`src/core/uart_flc_consts.svh`:
```
// Register offsets, field positions, reset values and counts for the frame/loop control block
`ifndef UART_FLC_CONSTS_SVH
`define UART_FLC_CONSTS_SVH

// ****************************************
// Register offsets (byte addresses)
// ****************************************
`define UFC_OFS_CTRL1 3'h0
`define UFC_OFS_CTRL2 3'h1
`define UFC_OFS_CTRL3 3'h2
`define UFC_OFS_DATA 3'h3
`define UFC_OFS_STAT 3'h4
`define UFC_OFS_BAUD 3'h5

// ****************************************
// Control one fields
// ****************************************
`define UFC_C1_LOOP 7
`define UFC_C1_SWAI 6
`define UFC_C1_RECEIVER_SOURCE_SELECT 5
`define UFC_C1_NINE 4
`define UFC_C1_WAKE 3
`define UFC_C1_ILT 2
`define UFC_C1_PEN 1
`define UFC_C1_PODD 0

// ****************************************
// Control two fields
// ****************************************
`define UFC_C2_TIE 7
`define UFC_C2_TX_DONE_IRQ_EN 6
`define UFC_C2_RIE 5
`define UFC_C2_ILIE 4
`define UFC_C2_TE 3
`define UFC_C2_RE 2
`define UFC_C2_RWU 1

// ****************************************
// Control three and status fields
// ****************************************
`define UFC_C3_T8 7
`define UFC_C3_R8 6
`define UFC_C3_DIR 5
`define UFC_ST_TX_BUFFER_EMPTY_FLAG 7
`define UFC_ST_TC 6
`define UFC_ST_RDRF 5
`define UFC_ST_IDLE 4
`define UFC_ST_PERR 0

// ****************************************
// Reset values and counts
// ****************************************
`define UFC_CTRL1_RST 8'h00
`define UFC_CTRL2_RST 8'h00
`define UFC_BAUD_RST 8'h0f
`define UFC_IDLE_BITS8 4'ha
`define UFC_IDLE_BITS9 4'hb
`define UFC_BITS8 4'h8
`define UFC_BITS9 4'h9

`endif

```
`src/core/uart_flc_pkg.sv`:
```
// Types shared by the frame/loop control block
package uart_flc_pkg;
  typedef enum logic [3:0] {
    TX_IDLE = 4'b0001,
    TX_START = 4'b0010,
    TX_DATA = 4'b0100,
    TX_STOP = 4'b1000
  } tx_state_t;

  typedef enum logic [3:0] {
    RX_IDLE = 4'b0001,
    RX_START = 4'b0010,
    RX_DATA = 4'b0100,
    RX_STOP = 4'b1000
  } rx_state_t;
endpackage

```
`src/core/uart_tx_buffer.sv`:
```
// Two-entry valid/ready buffer between the data register and the transmit shifter
module uart_tx_buffer #(
  parameter int WIDTH = 9,
  parameter int DEPTH = 2
) (
  input wire logic clk_sys_i, // System clock
  input wire logic rst_n_i, // Async reset, active low
  input wire logic in_valid_i, // Word offered
  output logic in_ready_o, // Room for a word
  input wire logic [WIDTH-1:0] in_data_i, // Word in
  output logic out_valid_o, // Word available
  input wire logic out_ready_i, // Drain takes word
  output logic [WIDTH-1:0] out_data_o // Oldest word
);
  localparam int PW = $clog2(DEPTH);

  logic [WIDTH-1:0] mem_ff [DEPTH];
  logic [PW-1:0] wr_ptr_ff;
  logic [PW-1:0] rd_ptr_ff;
  logic [PW:0] count_ff;
  logic push;
  logic pop;

  // Honest flags straight from the occupancy count
  assign in_ready_o = (count_ff != (PW+1)'(DEPTH));
  assign out_valid_o = (count_ff != '0);
  assign out_data_o = mem_ff[rd_ptr_ff];
  assign push = in_valid_i && in_ready_o;
  assign pop = out_valid_o && out_ready_i;

  // Storage, no reset needed for the data words
  always_ff @(posedge clk_sys_i) begin
    if (push) begin
      mem_ff[wr_ptr_ff] <= in_data_i;
    end
  end

  // Pointers and occupancy
  always_ff @(posedge clk_sys_i or negedge rst_n_i) begin
    if (!rst_n_i) begin
      wr_ptr_ff <= '0;
      rd_ptr_ff <= '0;
      count_ff <= '0;
    end else begin
      if (push) begin
        wr_ptr_ff <= (wr_ptr_ff == PW'(DEPTH - 1)) ? '0 : wr_ptr_ff + PW'(1);
      end
      if (pop) begin
        rd_ptr_ff <= (rd_ptr_ff == PW'(DEPTH - 1)) ? '0 : rd_ptr_ff + PW'(1);
      end
      if (push && !pop) begin
        count_ff <= count_ff + (PW+1)'(1);
      end else if (pop && !push) begin
        count_ff <= count_ff - (PW+1)'(1);
      end
    end
  end
endmodule

```
`src/core/uart_frame_loop_control.sv`:
```
// Serial transceiver with loop/single-wire routing, 8/9-bit framing, parity, idle and wakeup control
//
// Operation
// Loop select routes transmitter into receiver
// Loop clear: separate receive and transmit pins
// Receiver source ignored unless loop set
// Internal loop-back uses neither pin
// Single-wire: receiver and transmitter share transmit pin
// Stop-in-wait freezes activity during CPU wait
// Eight-bit frame: start, LSB-first data, stop
// Nine-bit frame adds ninth data bit
// Wake bit picks idle-line or address-mark wakeup
// Idle type one counts only after stop
// Idle type zero counts after start bit
// Parity enable generates and checks MSB parity
// Parity type: zero even, one odd
// Transmit-empty enable requests interrupt while empty
// Complete enable requests interrupt while complete
// Control two accessible at any time
// Internal loop-back releases transmit pin driver
// Single-wire direction bit drives or releases pin
// Parity mismatch raises parity error flag
`include "uart_flc_consts.svh"

module uart_frame_loop_control import uart_flc_pkg::*; (
  input wire logic clk_sys_i, // 10 MHz system clock
  input wire logic rst_n_i, // Async reset, active low
  input wire logic [2:0] addr_i, // Register offset
  input wire logic [7:0] wdata_i, // Write data
  input wire logic wr_i, // Write strobe
  input wire logic rd_i, // Read strobe
  output logic [7:0] rdata_o, // Read data, cycle after strobe
  input wire logic cpu_wait_i, // CPU in wait mode
  input wire logic rxd_i, // Receive pin
  input wire logic txd_pin_i, // Transmit pin level as seen
  output logic txd_o, // Transmit pin value
  output logic txd_oe_o, // Transmit pin driver enable
  output logic irq_o // Interrupt request, active high
);
  // ****************************************
  // Registers and decoded fields
  // ****************************************
  logic [7:0] ctrl1_ff;
  logic [7:0] ctrl2_ff;
  logic [7:0] baud_ff;
  logic t8_ff;
  logic dir_ff;
  logic [7:0] rdata_ff;
  logic irq_ff;
  logic oe_ff;
  logic rdrf_ff;
  logic idle_flag_ff;
  logic perr_ff;
  logic [8:0] rx_data_ff;

  logic loop_select, stop_in_wait, receiver_source_select, nine_bit;
  logic wake_mark, idle_count_type, parity_enable, parity_odd_select;
  logic tx_empty_irq_en, tx_done_irq_en, rx_full_irq_en, idle_irq_en;
  logic transmitter_enable, receiver_enable, rx_standby;
  logic tx_buffer_empty_flag, tx_complete_flag;
  logic frz;
  logic [3:0] nbits;
  logic [8:0] bit_len;

  assign loop_select = ctrl1_ff[`UFC_C1_LOOP];
  assign stop_in_wait = ctrl1_ff[`UFC_C1_SWAI];
  assign receiver_source_select = ctrl1_ff[`UFC_C1_RECEIVER_SOURCE_SELECT];
  assign nine_bit = ctrl1_ff[`UFC_C1_NINE];
  assign wake_mark = ctrl1_ff[`UFC_C1_WAKE];
  assign idle_count_type = ctrl1_ff[`UFC_C1_ILT];
  assign parity_enable = ctrl1_ff[`UFC_C1_PEN];
  assign parity_odd_select = ctrl1_ff[`UFC_C1_PODD];
  assign tx_empty_irq_en = ctrl2_ff[`UFC_C2_TIE];
  assign tx_done_irq_en = ctrl2_ff[`UFC_C2_TX_DONE_IRQ_EN];
  assign rx_full_irq_en = ctrl2_ff[`UFC_C2_RIE];
  assign idle_irq_en = ctrl2_ff[`UFC_C2_ILIE];
  assign transmitter_enable = ctrl2_ff[`UFC_C2_TE];
  assign receiver_enable = ctrl2_ff[`UFC_C2_RE];
  assign rx_standby = ctrl2_ff[`UFC_C2_RWU];

  // Frame length and bit time; shortest bit is one cycle
  assign nbits = nine_bit ? `UFC_BITS9 : `UFC_BITS8; // see R7
  assign bit_len = {1'b0, baud_ff} + 9'h001;
  // Activity holds still, not the clock, so state survives the wait
  assign frz = stop_in_wait && cpu_wait_i;

  // Odd count of ones over the character, eight or nine bits
  function automatic logic ones_odd(input logic [8:0] d, input logic nine);
    ones_odd = nine ? ^d : ^d[7:0];
  endfunction

  // ****************************************
  // Pin synchronisers
  // ****************************************
  logic rxd_s1_ff, rxd_s2_ff, txp_s1_ff, txp_s2_ff;

  // Two stages before any logic reads a pin
  always_ff @(posedge clk_sys_i or negedge rst_n_i) begin
    if (!rst_n_i) begin
      rxd_s1_ff <= 1'b1;
      rxd_s2_ff <= 1'b1;
      txp_s1_ff <= 1'b1;
      txp_s2_ff <= 1'b1;
    end else begin
      rxd_s1_ff <= rxd_i;
      rxd_s2_ff <= rxd_s1_ff;
      txp_s1_ff <= txd_pin_i;
      txp_s2_ff <= txp_s1_ff;
    end
  end

  // ****************************************
  // Transmit buffer and shifter
  // ****************************************
  tx_state_t tx_state_ff;
  logic [8:0] tx_cnt_ff;
  logic [3:0] tx_bit_ff;
  logic [8:0] tx_shift_ff;
  logic tx_line_ff;
  logic buf_push, buf_valid, tx_pop, tx_bit_done;
  logic [8:0] buf_data;
  logic [8:0] nxt_shift;

  assign buf_push = wr_i && (addr_i == `UFC_OFS_DATA);
  assign tx_pop = (tx_state_ff == TX_IDLE) && transmitter_enable && buf_valid && !frz;
  assign tx_bit_done = (tx_cnt_ff == 9'h000);
  // Buffer full backs up into the empty flag; a write while full is dropped
  assign tx_complete_flag = (tx_state_ff == TX_IDLE) && !buf_valid;

  uart_tx_buffer #(
    .WIDTH(9),
    .DEPTH(2)
  ) u_tx_buffer (
    .clk_sys_i(clk_sys_i),
    .rst_n_i(rst_n_i),
    .in_valid_i(buf_push),
    .in_ready_o(tx_buffer_empty_flag),
    .in_data_i({t8_ff, wdata_i}),
    .out_valid_o(buf_valid),
    .out_ready_i(tx_pop),
    .out_data_o(buf_data)
  );

  // Parity replaces the top data bit of the outgoing character
  always_comb begin
    nxt_shift = buf_data;
    if (parity_enable) begin
      if (nine_bit) begin
        nxt_shift[8] = ones_odd({1'b0, buf_data[7:0]}, 1'b1) ^ parity_odd_select;
      end else begin
        nxt_shift[7] = ones_odd({2'b00, buf_data[6:0]}, 1'b0) ^ parity_odd_select;
      end
    end
  end

  // Frame sequencer: start low, data LSB first, stop high
  always_ff @(posedge clk_sys_i or negedge rst_n_i) begin
    if (!rst_n_i) begin
      tx_state_ff <= TX_IDLE;
      tx_cnt_ff <= 9'h000;
      tx_bit_ff <= 4'h0;
      tx_shift_ff <= 9'h000;
      tx_line_ff <= 1'b1;
    end else if (tx_pop) begin
      tx_state_ff <= TX_START;
      tx_shift_ff <= nxt_shift;
      tx_line_ff <= 1'b0;
      tx_cnt_ff <= bit_len - 9'h001;
    end else if (!frz && (tx_state_ff != TX_IDLE)) begin
      if (!tx_bit_done) begin
        tx_cnt_ff <= tx_cnt_ff - 9'h001;
      end else begin
        tx_cnt_ff <= bit_len - 9'h001;
        unique case (tx_state_ff)
          TX_START: begin
            tx_state_ff <= TX_DATA;
            tx_bit_ff <= 4'h0;
            tx_line_ff <= tx_shift_ff[0];
            tx_shift_ff <= tx_shift_ff >> 1;
          end
          TX_DATA: begin
            if (tx_bit_ff == nbits - 4'h1) begin
              tx_state_ff <= TX_STOP;
              tx_line_ff <= 1'b1;
            end else begin
              tx_bit_ff <= tx_bit_ff + 4'h1;
              tx_line_ff <= tx_shift_ff[0];
              tx_shift_ff <= tx_shift_ff >> 1;
            end
          end
          TX_STOP: begin
            tx_state_ff <= TX_IDLE;
          end
          default: begin
            tx_state_ff <= TX_IDLE;
          end
        endcase
      end
    end
  end

  // ****************************************
  // Line routing
  // ****************************************
  logic rx_line;

  // Receive source: pin, internal loop, or the shared transmit pin
  assign rx_line = !loop_select ? rxd_s2_ff : // see R2
                   (receiver_source_select ? txp_s2_ff : tx_line_ff); // see R1 see R4

  // Pin driver: loop-back frees the pin, single-wire obeys direction
  always_ff @(posedge clk_sys_i or negedge rst_n_i) begin
    if (!rst_n_i) begin
      oe_ff <= 1'b0;
    end else if (loop_select && !receiver_source_select) begin
      oe_ff <= 1'b0; // see R4
    end else if (loop_select) begin
      oe_ff <= transmitter_enable && dir_ff; // see R5
    end else begin
      oe_ff <= transmitter_enable;
    end
  end

  // ****************************************
  // Receiver
  // ****************************************
  rx_state_t rx_state_ff;
  logic [8:0] rx_cnt_ff;
  logic [3:0] rx_bit_ff;
  logic [8:0] rx_shift_ff;
  logic rx_prev_ff;
  logic rx_done_ff;

  // Mid-bit sampling after a falling edge on the chosen source
  always_ff @(posedge clk_sys_i or negedge rst_n_i) begin
    if (!rst_n_i) begin
      rx_state_ff <= RX_IDLE;
      rx_cnt_ff <= 9'h000;
      rx_bit_ff <= 4'h0;
      rx_shift_ff <= 9'h000;
      rx_prev_ff <= 1'b1;
      rx_done_ff <= 1'b0;
    end else if (frz) begin
      rx_done_ff <= 1'b0;
    end else begin
      rx_prev_ff <= rx_line;
      rx_done_ff <= 1'b0;
      if (!receiver_enable) begin
        rx_state_ff <= RX_IDLE;
      end else if (rx_state_ff == RX_IDLE) begin
        if (rx_prev_ff && !rx_line) begin
          rx_state_ff <= RX_START;
          rx_cnt_ff <= bit_len >> 1;
        end
      end else if (rx_cnt_ff != 9'h000) begin
        rx_cnt_ff <= rx_cnt_ff - 9'h001;
      end else begin
        rx_cnt_ff <= bit_len - 9'h001;
        unique case (rx_state_ff)
          RX_START: begin
            rx_state_ff <= rx_line ? RX_IDLE : RX_DATA;
            rx_bit_ff <= 4'h0;
            rx_shift_ff <= 9'h000;
          end
          RX_DATA: begin
            rx_shift_ff[rx_bit_ff] <= rx_line; // see R7
            rx_bit_ff <= rx_bit_ff + 4'h1;
            if (rx_bit_ff == nbits - 4'h1) begin
              rx_state_ff <= RX_STOP;
            end
          end
          RX_STOP: begin
            rx_state_ff <= RX_IDLE;
            rx_done_ff <= rx_line; // Bad stop bit drops the character
          end
          default: begin
            rx_state_ff <= RX_IDLE;
          end
        endcase
      end
    end
  end

  // ****************************************
  // Idle line detector
  // ****************************************
  logic [8:0] idle_tmr_ff;
  logic [3:0] idle_cnt_ff;
  logic idle_hit_ff;
  logic idle_armed_ff;
  logic idle_en;
  logic [3:0] idle_need;

  // Type one waits for the stop bit; type zero counts from after start
  assign idle_en = idle_count_type ? (rx_state_ff == RX_IDLE) :
                   (rx_state_ff != RX_START);
  assign idle_need = nine_bit ? `UFC_IDLE_BITS9 : `UFC_IDLE_BITS8;

  // Any low bit or disabled window restarts the count
  always_ff @(posedge clk_sys_i or negedge rst_n_i) begin
    if (!rst_n_i) begin
      idle_tmr_ff <= 9'h000;
      idle_cnt_ff <= 4'h0;
      idle_hit_ff <= 1'b0;
    end else if (frz) begin
      idle_hit_ff <= 1'b0;
    end else if (!rx_line || !idle_en || !receiver_enable) begin
      idle_tmr_ff <= 9'h000;
      idle_cnt_ff <= 4'h0;
      idle_hit_ff <= 1'b0;
    end else if (idle_cnt_ff == idle_need) begin
      idle_hit_ff <= 1'b0;
    end else if (idle_tmr_ff == bit_len - 9'h001) begin
      idle_tmr_ff <= 9'h000;
      idle_cnt_ff <= idle_cnt_ff + 4'h1;
      idle_hit_ff <= (idle_cnt_ff + 4'h1 == idle_need);
    end else begin
      idle_tmr_ff <= idle_tmr_ff + 9'h001;
      idle_hit_ff <= 1'b0;
    end
  end

  // ****************************************
  // Received character and flags
  // ****************************************
  logic rx_accept, rx_wake_char, rd_data, wr_stat;
  logic [8:0] rx_char;

  assign rx_char = nine_bit ? rx_shift_ff : {1'b0, rx_shift_ff[7:0]};
  assign rx_wake_char = wake_mark && (nine_bit ? rx_shift_ff[8] : rx_shift_ff[7]);
  assign rx_accept = rx_done_ff && (!rx_standby || rx_wake_char);
  assign rd_data = rd_i && (addr_i == `UFC_OFS_DATA);
  assign wr_stat = wr_i && (addr_i == `UFC_OFS_STAT);

  // Hardware set wins over a software clear in the same cycle
  always_ff @(posedge clk_sys_i or negedge rst_n_i) begin
    if (!rst_n_i) begin
      rx_data_ff <= 9'h000;
      rdrf_ff <= 1'b0;
      perr_ff <= 1'b0;
      idle_flag_ff <= 1'b0;
      idle_armed_ff <= 1'b0;
    end else begin
      if (rx_accept) begin
        rx_data_ff <= rx_char;
        rdrf_ff <= 1'b1;
      end else if (rd_data) begin
        rdrf_ff <= 1'b0;
      end
      if (rx_accept && parity_enable && (ones_odd(rx_char, nine_bit) != parity_odd_select)) begin
        perr_ff <= 1'b1; // see R13
      end else if (wr_stat && wdata_i[`UFC_ST_PERR]) begin
        perr_ff <= 1'b0;
      end
      if (idle_hit_ff && idle_armed_ff) begin
        idle_flag_ff <= 1'b1;
      end else if (wr_stat && wdata_i[`UFC_ST_IDLE]) begin
        idle_flag_ff <= 1'b0;
      end
      if (rx_done_ff) begin
        idle_armed_ff <= 1'b1;
      end else if (idle_hit_ff) begin
        idle_armed_ff <= 1'b0;
      end
    end
  end

  // ****************************************
  // Register writes
  // ****************************************
  // Control two has no busy lockout; standby clears on its wake event unless a register write falls in the same cycle
  always_ff @(posedge clk_sys_i or negedge rst_n_i) begin
    if (!rst_n_i) begin
      ctrl1_ff <= `UFC_CTRL1_RST;
      ctrl2_ff <= `UFC_CTRL2_RST;
      baud_ff <= `UFC_BAUD_RST;
      t8_ff <= 1'b0;
      dir_ff <= 1'b0;
    end else if (wr_i) begin
      unique case (addr_i)
        `UFC_OFS_CTRL1: ctrl1_ff <= wdata_i;
        `UFC_OFS_CTRL2: ctrl2_ff <= wdata_i;
        `UFC_OFS_CTRL3: begin
          t8_ff <= wdata_i[`UFC_C3_T8];
          dir_ff <= wdata_i[`UFC_C3_DIR];
        end
        `UFC_OFS_BAUD: baud_ff <= wdata_i;
        default: ;
      endcase
    end else if ((rx_accept && wake_mark) || (idle_hit_ff && !wake_mark)) begin
      ctrl2_ff[`UFC_C2_RWU] <= 1'b0;
    end
  end

  // ****************************************
  // Read data and interrupt
  // ****************************************
  // Read data stands for exactly one cycle, zero otherwise
  always_ff @(posedge clk_sys_i or negedge rst_n_i) begin
    if (!rst_n_i) begin
      rdata_ff <= 8'h00;
    end else if (!rd_i) begin
      rdata_ff <= 8'h00;
    end else begin
      unique case (addr_i)
        `UFC_OFS_CTRL1: rdata_ff <= ctrl1_ff;
        `UFC_OFS_CTRL2: rdata_ff <= ctrl2_ff;
        `UFC_OFS_CTRL3: rdata_ff <= {t8_ff, rx_data_ff[8], dir_ff, 5'h00};
        `UFC_OFS_DATA: rdata_ff <= rx_data_ff[7:0];
        `UFC_OFS_STAT: rdata_ff <= {tx_buffer_empty_flag, tx_complete_flag, rdrf_ff, idle_flag_ff, 3'h0, perr_ff};
        `UFC_OFS_BAUD: rdata_ff <= baud_ff;
        default: rdata_ff <= 8'h00;
      endcase
    end
  end

  // Level request while any enabled flag stands
  always_ff @(posedge clk_sys_i or negedge rst_n_i) begin
    if (!rst_n_i) begin
      irq_ff <= 1'b0;
    end else begin
      irq_ff <= (tx_empty_irq_en && tx_buffer_empty_flag) ||
                (tx_done_irq_en && tx_complete_flag) ||
                (rx_full_irq_en && rdrf_ff) || (idle_irq_en && idle_flag_ff);
    end
  end

  assign rdata_o = rdata_ff;
  assign irq_o = irq_ff;
  assign txd_o = tx_line_ff;
  assign txd_oe_o = oe_ff;
endmodule

```
`config.mk`:
```
export PLATFORM = sky130hd
export DESIGN_NAME = uart_frame_loop_control
export DESIGN_NICKNAME = d
export VERILOG_FILES = /design/src/core/uart_flc_pkg.sv /design/src/core/uart_tx_buffer.sv /design/src/core/uart_frame_loop_control.sv
export VERILOG_INCLUDE_DIRS = /design/src /design/src/core
export SDC_FILE = /design/constraint.sdc
export NUM_CORES = 1
export LEC_CHECK = 0
export BUFFER_PORTS_ARGS = -buffer_cell sky130_fd_sc_hd__buf_2
export CAP_MARGIN = 15
export CORE_MARGIN = 5
export CORE_UTILIZATION = 55
export CTS_CLUSTER_SIZE = 12
export DETAILED_ROUTE_END_ITERATION = 6
export PLACE_DENSITY = 0.73
export SLEW_MARGIN = 20
export SYNTH_ARGS = -nofsm -noshare
export SYNTH_HDL_FRONTEND = slang
export SYNTH_SLANG_ARGS = --single-unit
```
`constraint.sdc`:
```
create_clock -name clk_sys_i -period 2.7 [get_ports clk_sys_i]
set_input_delay 0.405 -clock clk_sys_i [delete_from_list [all_inputs] [get_ports clk_sys_i]]
set_output_delay 0.405 -clock clk_sys_i [all_outputs]
set_load 0.005 [all_outputs]
```
# After elaboration in Yosys (flattened, before gate mapping)
# Memories as Yosys holds them, arrays and structs flattened.
# Index checks and enable logic that the tools add are counted.
totals:
  register_bits: 126
  ramBits: 18
  in_bits: 18
  out_inout_bits: 11
  wordCells: 250
  memories: 1
mem_list:
  columns: ["memory", "depth", "word_bits", "rd", "rd_ports_with_merged_regs", "wr", "line", "text"]
  rows:
  - ["u_tx_buffer.mem_ff", 2, 9, 1, 0, 1, "uart_tx_buffer.sv:17", "logic [WIDTH-1:0] mem_ff [DEPTH];"]
op_classes:
  add_sub_neg: 13
  n_lt_le_gt_ge: 2
  n_eq_ne: 30
  n_mux: 82
  bitwise_logic: 6
  reduce_logical: 81
op_table:
  columns: ["cell", "n"]
  rows:
  - ["9-bit two-way mux", 14]
  - ["4-bit two-way mux", 13]
  - ["8-bit one-hot mux with 6 select lines", 1]
  - ["1-bit two-way mux", 39]
  - ["9-bit one-hot mux with 2 select lines", 2]
  - ["4-bit one-hot mux with 2 select lines", 4]
  - ["1-bit logical AND", 30]
  - ["9-bit by 1-bit subtractor with 9-bit output (second input constant)", 3]
  - ["2-bit nonzero test", 12]
  - ["9-bit parity", 2]
  - ["4-bit == test", 4]
  - ["8-bit parity", 2]
  - ["4-bit by 1-bit adder with 4-bit output (second input constant)", 3]
  - ["2-bit AND reduction", 6]
  - ["3-bit AND reduction", 4]
  - ["1-bit zero test", 10]
  - ["5-bit AND reduction", 2]
  - ["8-bit by 1-bit adder with 9-bit output (second input constant)", 1]
  - ["9-bit by 1-bit adder with 9-bit output (second input constant)", 1]
  - ["9-bit bitwise mux", 1]
  - ["9-bit == test", 1]
  - ["9-bit zero test", 1]
  - ["3-bit by 2-bit inequality test with 1-bit output (second input constant)", 3]
  - ["9-bit nonzero test", 1]
  - ["other kinds (31)", 54]

# Depth between registers and ports, before layout
depth:
  depth_word: 8
  ltp_mapped: 10
  depth_no_buf: 9

# By module
# Synthesis repeated with hierarchy kept, for this count alone.
unflattened:
  cells_unflattened: 767
  area_unflattened_um2: 7683.6
modules_own_cells:
  columns: ["mod", "instances", "cells_each", "area_per_inst_um2", "seq_area_each_um2"]
  rows:
  - ["uart_frame_loop_control", 1, 721, 6822.8, 3067.9]
  - ["uart_tx_buffer", 1, 46, 860.8, 640.6]

# Least setup slack after synthesis
# No wires, ideal clock.
synth_timing:
  kind: "reg-to-reg"
  start: "reg baud_ff[1]"
  end: "reg idle_tmr_ff[2]"
  setup_time_ns: 0.126
  t_arrival_ns: 2.757
  t_required_ns: 2.574
  setup_slack_ns: -0.183
  stages_incl_launch_ff: 9
  path_buffers: 0
  period_less_slack_ns: 2.883
  path_cell_list: "dfstp_2 > ha_1 > nand3b_1 > a2111o_1 > o21ai_2 > o21bai_2 > a2111oi_4 > a21oi_2 > a311o_1"
synth_via:
  elab_chain_len: 6
synth_lines:
  columns: ["item", "line", "text"]
  rows:
  - ["start: declaration", "uart_frame_loop_control.sv:45", "logic [7:0] baud_ff;"]
  - ["start signal: assignment", "uart_frame_loop_control.sv:376", "baud_ff <= `UFC_BAUD_RST;"]
  - ["start signal: assignment", "uart_frame_loop_control.sv:387", "`UFC_OFS_BAUD: baud_ff <= wdata_i;"]
  - ["8-bit by 1-bit adder with 9-bit output", "uart_frame_loop_control.sv:83", "assign bit_len = {1'b0, baud_ff} + 9'h001;"]
  - ["9-bit by 1-bit subtractor with 9-bit output", "uart_frame_loop_control.sv:313", "end else if (idle_tmr_ff == bit_len - 9'h001) begin"]
  - ["9-bit == test", "uart_frame_loop_control.sv:313", null]
  - ["9-bit two-way mux", "uart_frame_loop_control.sv:313", null]
  - ["9-bit two-way mux", "uart_frame_loop_control.sv:311", "end else if (idle_cnt_ff == idle_need) begin"]
  - ["9-bit two-way mux", "uart_frame_loop_control.sv:307", "end else if (!rx_line || !idle_en || !receiver_enable) begin"]
  - ["end signal: assignment", "uart_frame_loop_control.sv:318", "idle_tmr_ff <= idle_tmr_ff + 9'h001;"]
  - ["end: declaration", "uart_frame_loop_control.sv:287", "logic [8:0] idle_tmr_ff;"]
# No other way between the ends. The select of a mux whose other input is x is not followed.
# A chain may end at the register's enable or synchronous reset.

# Worst setup path in the final report
layout_timing:
  start: "reg baud_ff[0]"
  end: "reg idle_cnt_ff[2]"
layout_via:
  elab_chain_len: 5
layout_lines:
  columns: ["item", "line", "text"]
  rows:
  - ["8-bit by 1-bit adder with 9-bit output", "uart_frame_loop_control.sv:83", null]
  - ["9-bit by 1-bit subtractor with 9-bit output", "uart_frame_loop_control.sv:313", null]
  - ["9-bit == test", "uart_frame_loop_control.sv:313", null]
  - ["2-bit nonzero test (no line)", null, null]
  - ["3-bit AND reduction (no line)", null, null]
  - ["end signal: assignment", "uart_frame_loop_control.sv:315", "idle_cnt_ff <= idle_cnt_ff + 4'h1;"]
  - ["end: declaration", "uart_frame_loop_control.sv:288", "logic [3:0] idle_cnt_ff;"]
# No other way between the ends.

==> impl_metrics.env <==
export IMPL_num_cts_buffers=17
export IMPL_area_share_of_fa_ha_maj_cells_after_synthesis_pct=1.72
export IMPL_cts_tree="yes"
export IMPL_die_boundary_height_um=131
export IMPL_timing_max_transition_violations_final=0
export IMPL_route_detailed_vias_per_inst=6.08
export IMPL_cts_root_to_sink_buffers=2
export IMPL_synth_edf_count=18
export IMPL_die_area_um2=17000
export IMPL_ys_seq_elements=144
export IMPL_fin_total_pwr_mw=7.76
export IMPL_top_ports=29
export IMPL_critPathTopFamily="compound AO/OA/AOI/OAI gates"
export IMPL_timing_critical_path_slowest_stage_cell="sky130_fd_sc_hd__dfstp_2"
export IMPL_fin_crit_ps=2690
export IMPL_gp_routability_congestion=0.903
export IMPL_clock_tree_root_cell="sky130_fd_sc_hd__clkbuf_16"
export IMPL_timing_final_hold_violations=0
export IMPL_fp_coreArea_um2=14400
export IMPL_antenna_left=0
export IMPL_synth_top_area_share_pct=35.7
export IMPL_synth_compound_area_share_pct=15.1
export IMPL_buffer_ports_inserted=28
export IMPL_post_synth_xor_xnor_area_pct=6.67
export IMPL_clock_tree_htree_level_count=4
export IMPL_detailedPlacementHpwl_mm=14.7
export IMPL_synthesis_area_per_instance_um2=10.0
export IMPL_p_leak_nw=4.10
export IMPL_worst_slew_pin_slew_ps=615
export IMPL_timing_worst_setup_path_type="flip-flop to flip-flop"
export IMPL_power_density_nw_per_um2=834
export IMPL_timing_hold_worst_class="input pin to flip-flop"
export IMPL_r2r_cells=9
export IMPL_num_vias=6420
export IMPL_grt_first_pass_wirelength_mm=33.6
export IMPL_post_route_util_pct=64.7
export IMPL_clkSinkCount=144
export IMPL_initial_utilization_pct=55.6
export IMPL_synth_warning_count=0
export IMPL_worstPathArrival_ps=3000
export IMPL_post_route_cells_drive_above_1_share_pct=21.0
export IMPL_mux_contribution_to_synthesized_area_pct=9.99
export IMPL_worst_hold_path_num_cells=1
export IMPL_area_delta_synth_final_pct=16.4
export IMPL_grt_antenna_before_repair=0
export IMPL_synth_lib_cells_used_distinct=78
export IMPL_setup_repair_after_global_routing_missed_its_margin="yes"
export IMPL_drt_first_pass_iters=4
export IMPL_wl_per_cell_um=19.5
export IMPL_core_rowCount=44
export IMPL_cp_start_kind="flip-flop"
export IMPL_worst_hold_slack_ps=72.2
export IMPL_critical_path_reg2reg_endpoint="idle_cnt_ff[2]$_DFFE_PN0P_"
export IMPL_first_global_vias=6515
export IMPL_launch_point_of_the_worst_reg_to_reg_path="baud_ff[0]$_DFFE_PN1P_"
export IMPL_cp_slowest_stage_delay_ps=560
export IMPL_max_clock_freq_ghz=0.371
export IMPL_maxCapViolCount=0
export IMPL_post_synthesis_cell_area_um2=7990
export IMPL_yosys_cell_count_top_type="sky130_fd_sc_hd__dfrtp_1"
export IMPL_synth_simple_gate_area_share_pct=17.1
export IMPL_crit_path_cell_trace="ha_4 -> nand3b_1 -> a2111o_1 -> o21ai_2 -> o21bai_2 -> a2111oi_4 -> buf_4 -> a41o_1 -> o41ai_2"
export IMPL_netlist_instances=798
export IMPL_synth_top_cells_by_area="sky130_fd_sc_hd__dfrtp_1 (36%), sky130_fd_sc_hd__edfxtp_1 (6.8%), sky130_fd_sc_hd__mux2i_1 (4.6%), sky130_fd_sc_hd__mux2_2 (4.5%), sky130_fd_sc_hd__dfstp_2 (3.9%)"
export IMPL_proportion_of_synthesized_chip_area_in_sequential_cells_pct=46.4
export IMPL_worst_ep_required_time_ps=3010
export IMPL_synth_net_count=827
export IMPL_post_route_drc_count=0
export IMPL_slew_headroom_pct=58.6
export IMPL_fillers=1137
export IMPL_synth_top_flop_cell="sky130_fd_sc_hd__dfrtp_1"
export IMPL_setup_violations_final=0
export IMPL_final_stage_net_count=888
export IMPL_worst_skew_pair_late_latency_ps=430
export IMPL_globalRouteTotalUtil_pct=25.2
export IMPL_ir_drop_mv=0.596
export IMPL_cts_reportedPaths_clkPinSlew_ps=60
export IMPL_grt_remaining_overflow=0
export IMPL_finClkSkew_ps=11.6
export IMPL_ys_top_cells_by_count="sky130_fd_sc_hd__dfrtp_1 (114), sky130_fd_sc_hd__nand2_1 (73), sky130_fd_sc_hd__nor2_1 (53)"
export IMPL_crit_path_max_fanout=8
export IMPL_die_width_um=131
export IMPL_layout_worst_path_cycle_share_pct=99.7
export IMPL_origin_of_the_worst_min_delay_path="txd_pin_i"
export IMPL_hold_path_end="txp_s1_ff$_DFF_PN1_"
export IMPL_synth_largest_area_cell="sky130_fd_sc_hd__dfrtp_1"
export IMPL_rrSetupSlack_ps=7
export IMPL_worst_path_buf_inv=1
export IMPL_drt_wl_total_mm=20.5
export IMPL_cp_end_kind="flip-flop"
export IMPL_grt_start_max_net_pins=70
export IMPL_outcome="finished clean"
export IMPL_ys_async_sr_fraction_pct=87.5
export IMPL_synth_top_family_by_area="simple AND/OR/NAND/NOR gates"
export IMPL_antenna_diode_count=0
export IMPL_drt_iter0_markers=374
==> stage by stage <==
stage | instances | area [um2] | setup slack, ps | TNS, ps
finish | 1056 | 9300 | 7.30 | 0
global route | 1056 | 9300 | -108 | -584
CTS | 1056 | 9250 | 13.2 | 0
detailed placement | 1023 | 8630 | -50.9 | -329
global placement | 1023 | 8630 | 16.3 | 0
floorplan | 798 | 8000 | -165 | -178
==> final cells by class <==
class / count / area [um2] / area share (%)
clock buffers: 19 / 443 / 4.76
clock inverters: 13 / 161 / 1.74
multi-input cells: 592 / 4110 / 44.2
inverters: 23 / 86.3 / 0.928
repair buffers: 81 / 563 / 6.05
well taps: 184 / 230 / 2.48
flip-flops and latches: 144 / 3710 / 39.9
==> layout by cell type (no fill, tap or decap), types with 27 or more instances in the layout <==
cell / instances
sky130_fd_sc_hd__nor2_1: 52
sky130_fd_sc_hd__nand2_1: 73
sky130_fd_sc_hd__o21ai_0: 49
sky130_fd_sc_hd__nand3_1: 33
sky130_fd_sc_hd__xnor2_1: 27
sky130_fd_sc_hd__buf_2: 27
sky130_fd_sc_hd__a21oi_1: 36
sky130_fd_sc_hd__mux2_2: 32
sky130_fd_sc_hd__dfrtp_1: 114
sky130_fd_sc_hd__mux2i_1: 37
sky130_fd_sc_hd__buf_4: 50
==> worst max path at each step <==
stage                           startpoint  slack, ps  depth (start not counted)                    endpoint
detailed placement  baud_ff[0]$_DFFE_PN1P_        -50                          9  idle_cnt_ff[2]$_DFFE_PN0P_
finish              baud_ff[0]$_DFFE_PN1P_          7                          9  idle_cnt_ff[2]$_DFFE_PN0P_
global route        baud_ff[0]$_DFFE_PN1P_       -110                          9  idle_cnt_ff[2]$_DFFE_PN0P_
global placement    baud_ff[0]$_DFFE_PN1P_         20                          9  idle_cnt_ff[2]$_DFFE_PN0P_
floorplan           baud_ff[1]$_DFFE_PN1P_       -170                          8  idle_tmr_ff[2]$_DFFE_PN0P_
CTS                 baud_ff[0]$_DFFE_PN1P_         10                          8  idle_tmr_ff[2]$_DFFE_PN0P_
==> where the power goes <==
| part | leakage (nW) | internal [mW] | switching (mW) |
|---|---|---|---|
| Combinational | 2.05 | 1.05 | 1.28 |
| Sequential | 1.76 | 2.58 | 0.424 |
| Clock | 0.287 | 1.48 | 0.948 |
| Total | 4.10 | 5.10 | 2.65 |
==> worst register-to-register path, cell delays in order (launching register included) <==
cell and delay, ps:
sky130_fd_sc_hd__dfstp_2 560, sky130_fd_sc_hd__ha_4 190, sky130_fd_sc_hd__nand3b_1 110, sky130_fd_sc_hd__a2111o_1 460
sky130_fd_sc_hd__o21ai_2 190, sky130_fd_sc_hd__o21bai_2 90, sky130_fd_sc_hd__a2111oi_4 480, sky130_fd_sc_hd__buf_4 230
sky130_fd_sc_hd__a41o_1 200, sky130_fd_sc_hd__o41ai_2 70
==> registers in the layout (all words and copies together) (netlist names), 2 cells and up <==
name	count
baud_ff	8
ctrl1_ff	8
ctrl2_ff	8
idle_cnt_ff	4
idle_tmr_ff	9
rdata_o	8
rx_bit_ff	4
rx_cnt_ff	9
rx_data_ff	9
rx_shift_ff	9
rx_state_ff	4
tx_bit_ff	4
tx_cnt_ff	9
tx_shift_ff	9
tx_state_ff	4
u_tx_buffer.count_ff	2
u_tx_buffer.mem_ff	18
==> metal layers <==
layer	share of wire, %	GRT usage (%)	vias to the layer above
li1	-	-	3033
met1	44	34.0	3179
met2	49	40.9	182
met3	5.3	6.22	26
met4	1.7	7.02	0
met5	0	0	-
==> logic make-up (layout without fill, tap and decap cells) <==
logic type / count (synthesis) / count (layout)
xor gates and xnor gates: 56 / 56
AOI/OAI and AO/OA: 182 / 182
buffers and inverters: 62 / 136
and+or+nand+nor: 271 / 271
muxes: 72 / 72
adders and majority gates: 11 / 11
DFF: 144 / 144
==> timing repair <==
| action | 4_1_cts | 5_1_grt |
|---|---|---|
| buffers inserted | 0 | 0 |
| resized for setup | 1 | 11 |
| endpoints found under the setup margin | 10 | 19 |
| hold endpoints to repair | 37 | 0 |
| pin swaps | 2 | 3 |
| hold buffers | 1 | 0 |
No activity file was read; power rests on OpenSTA's default activity.
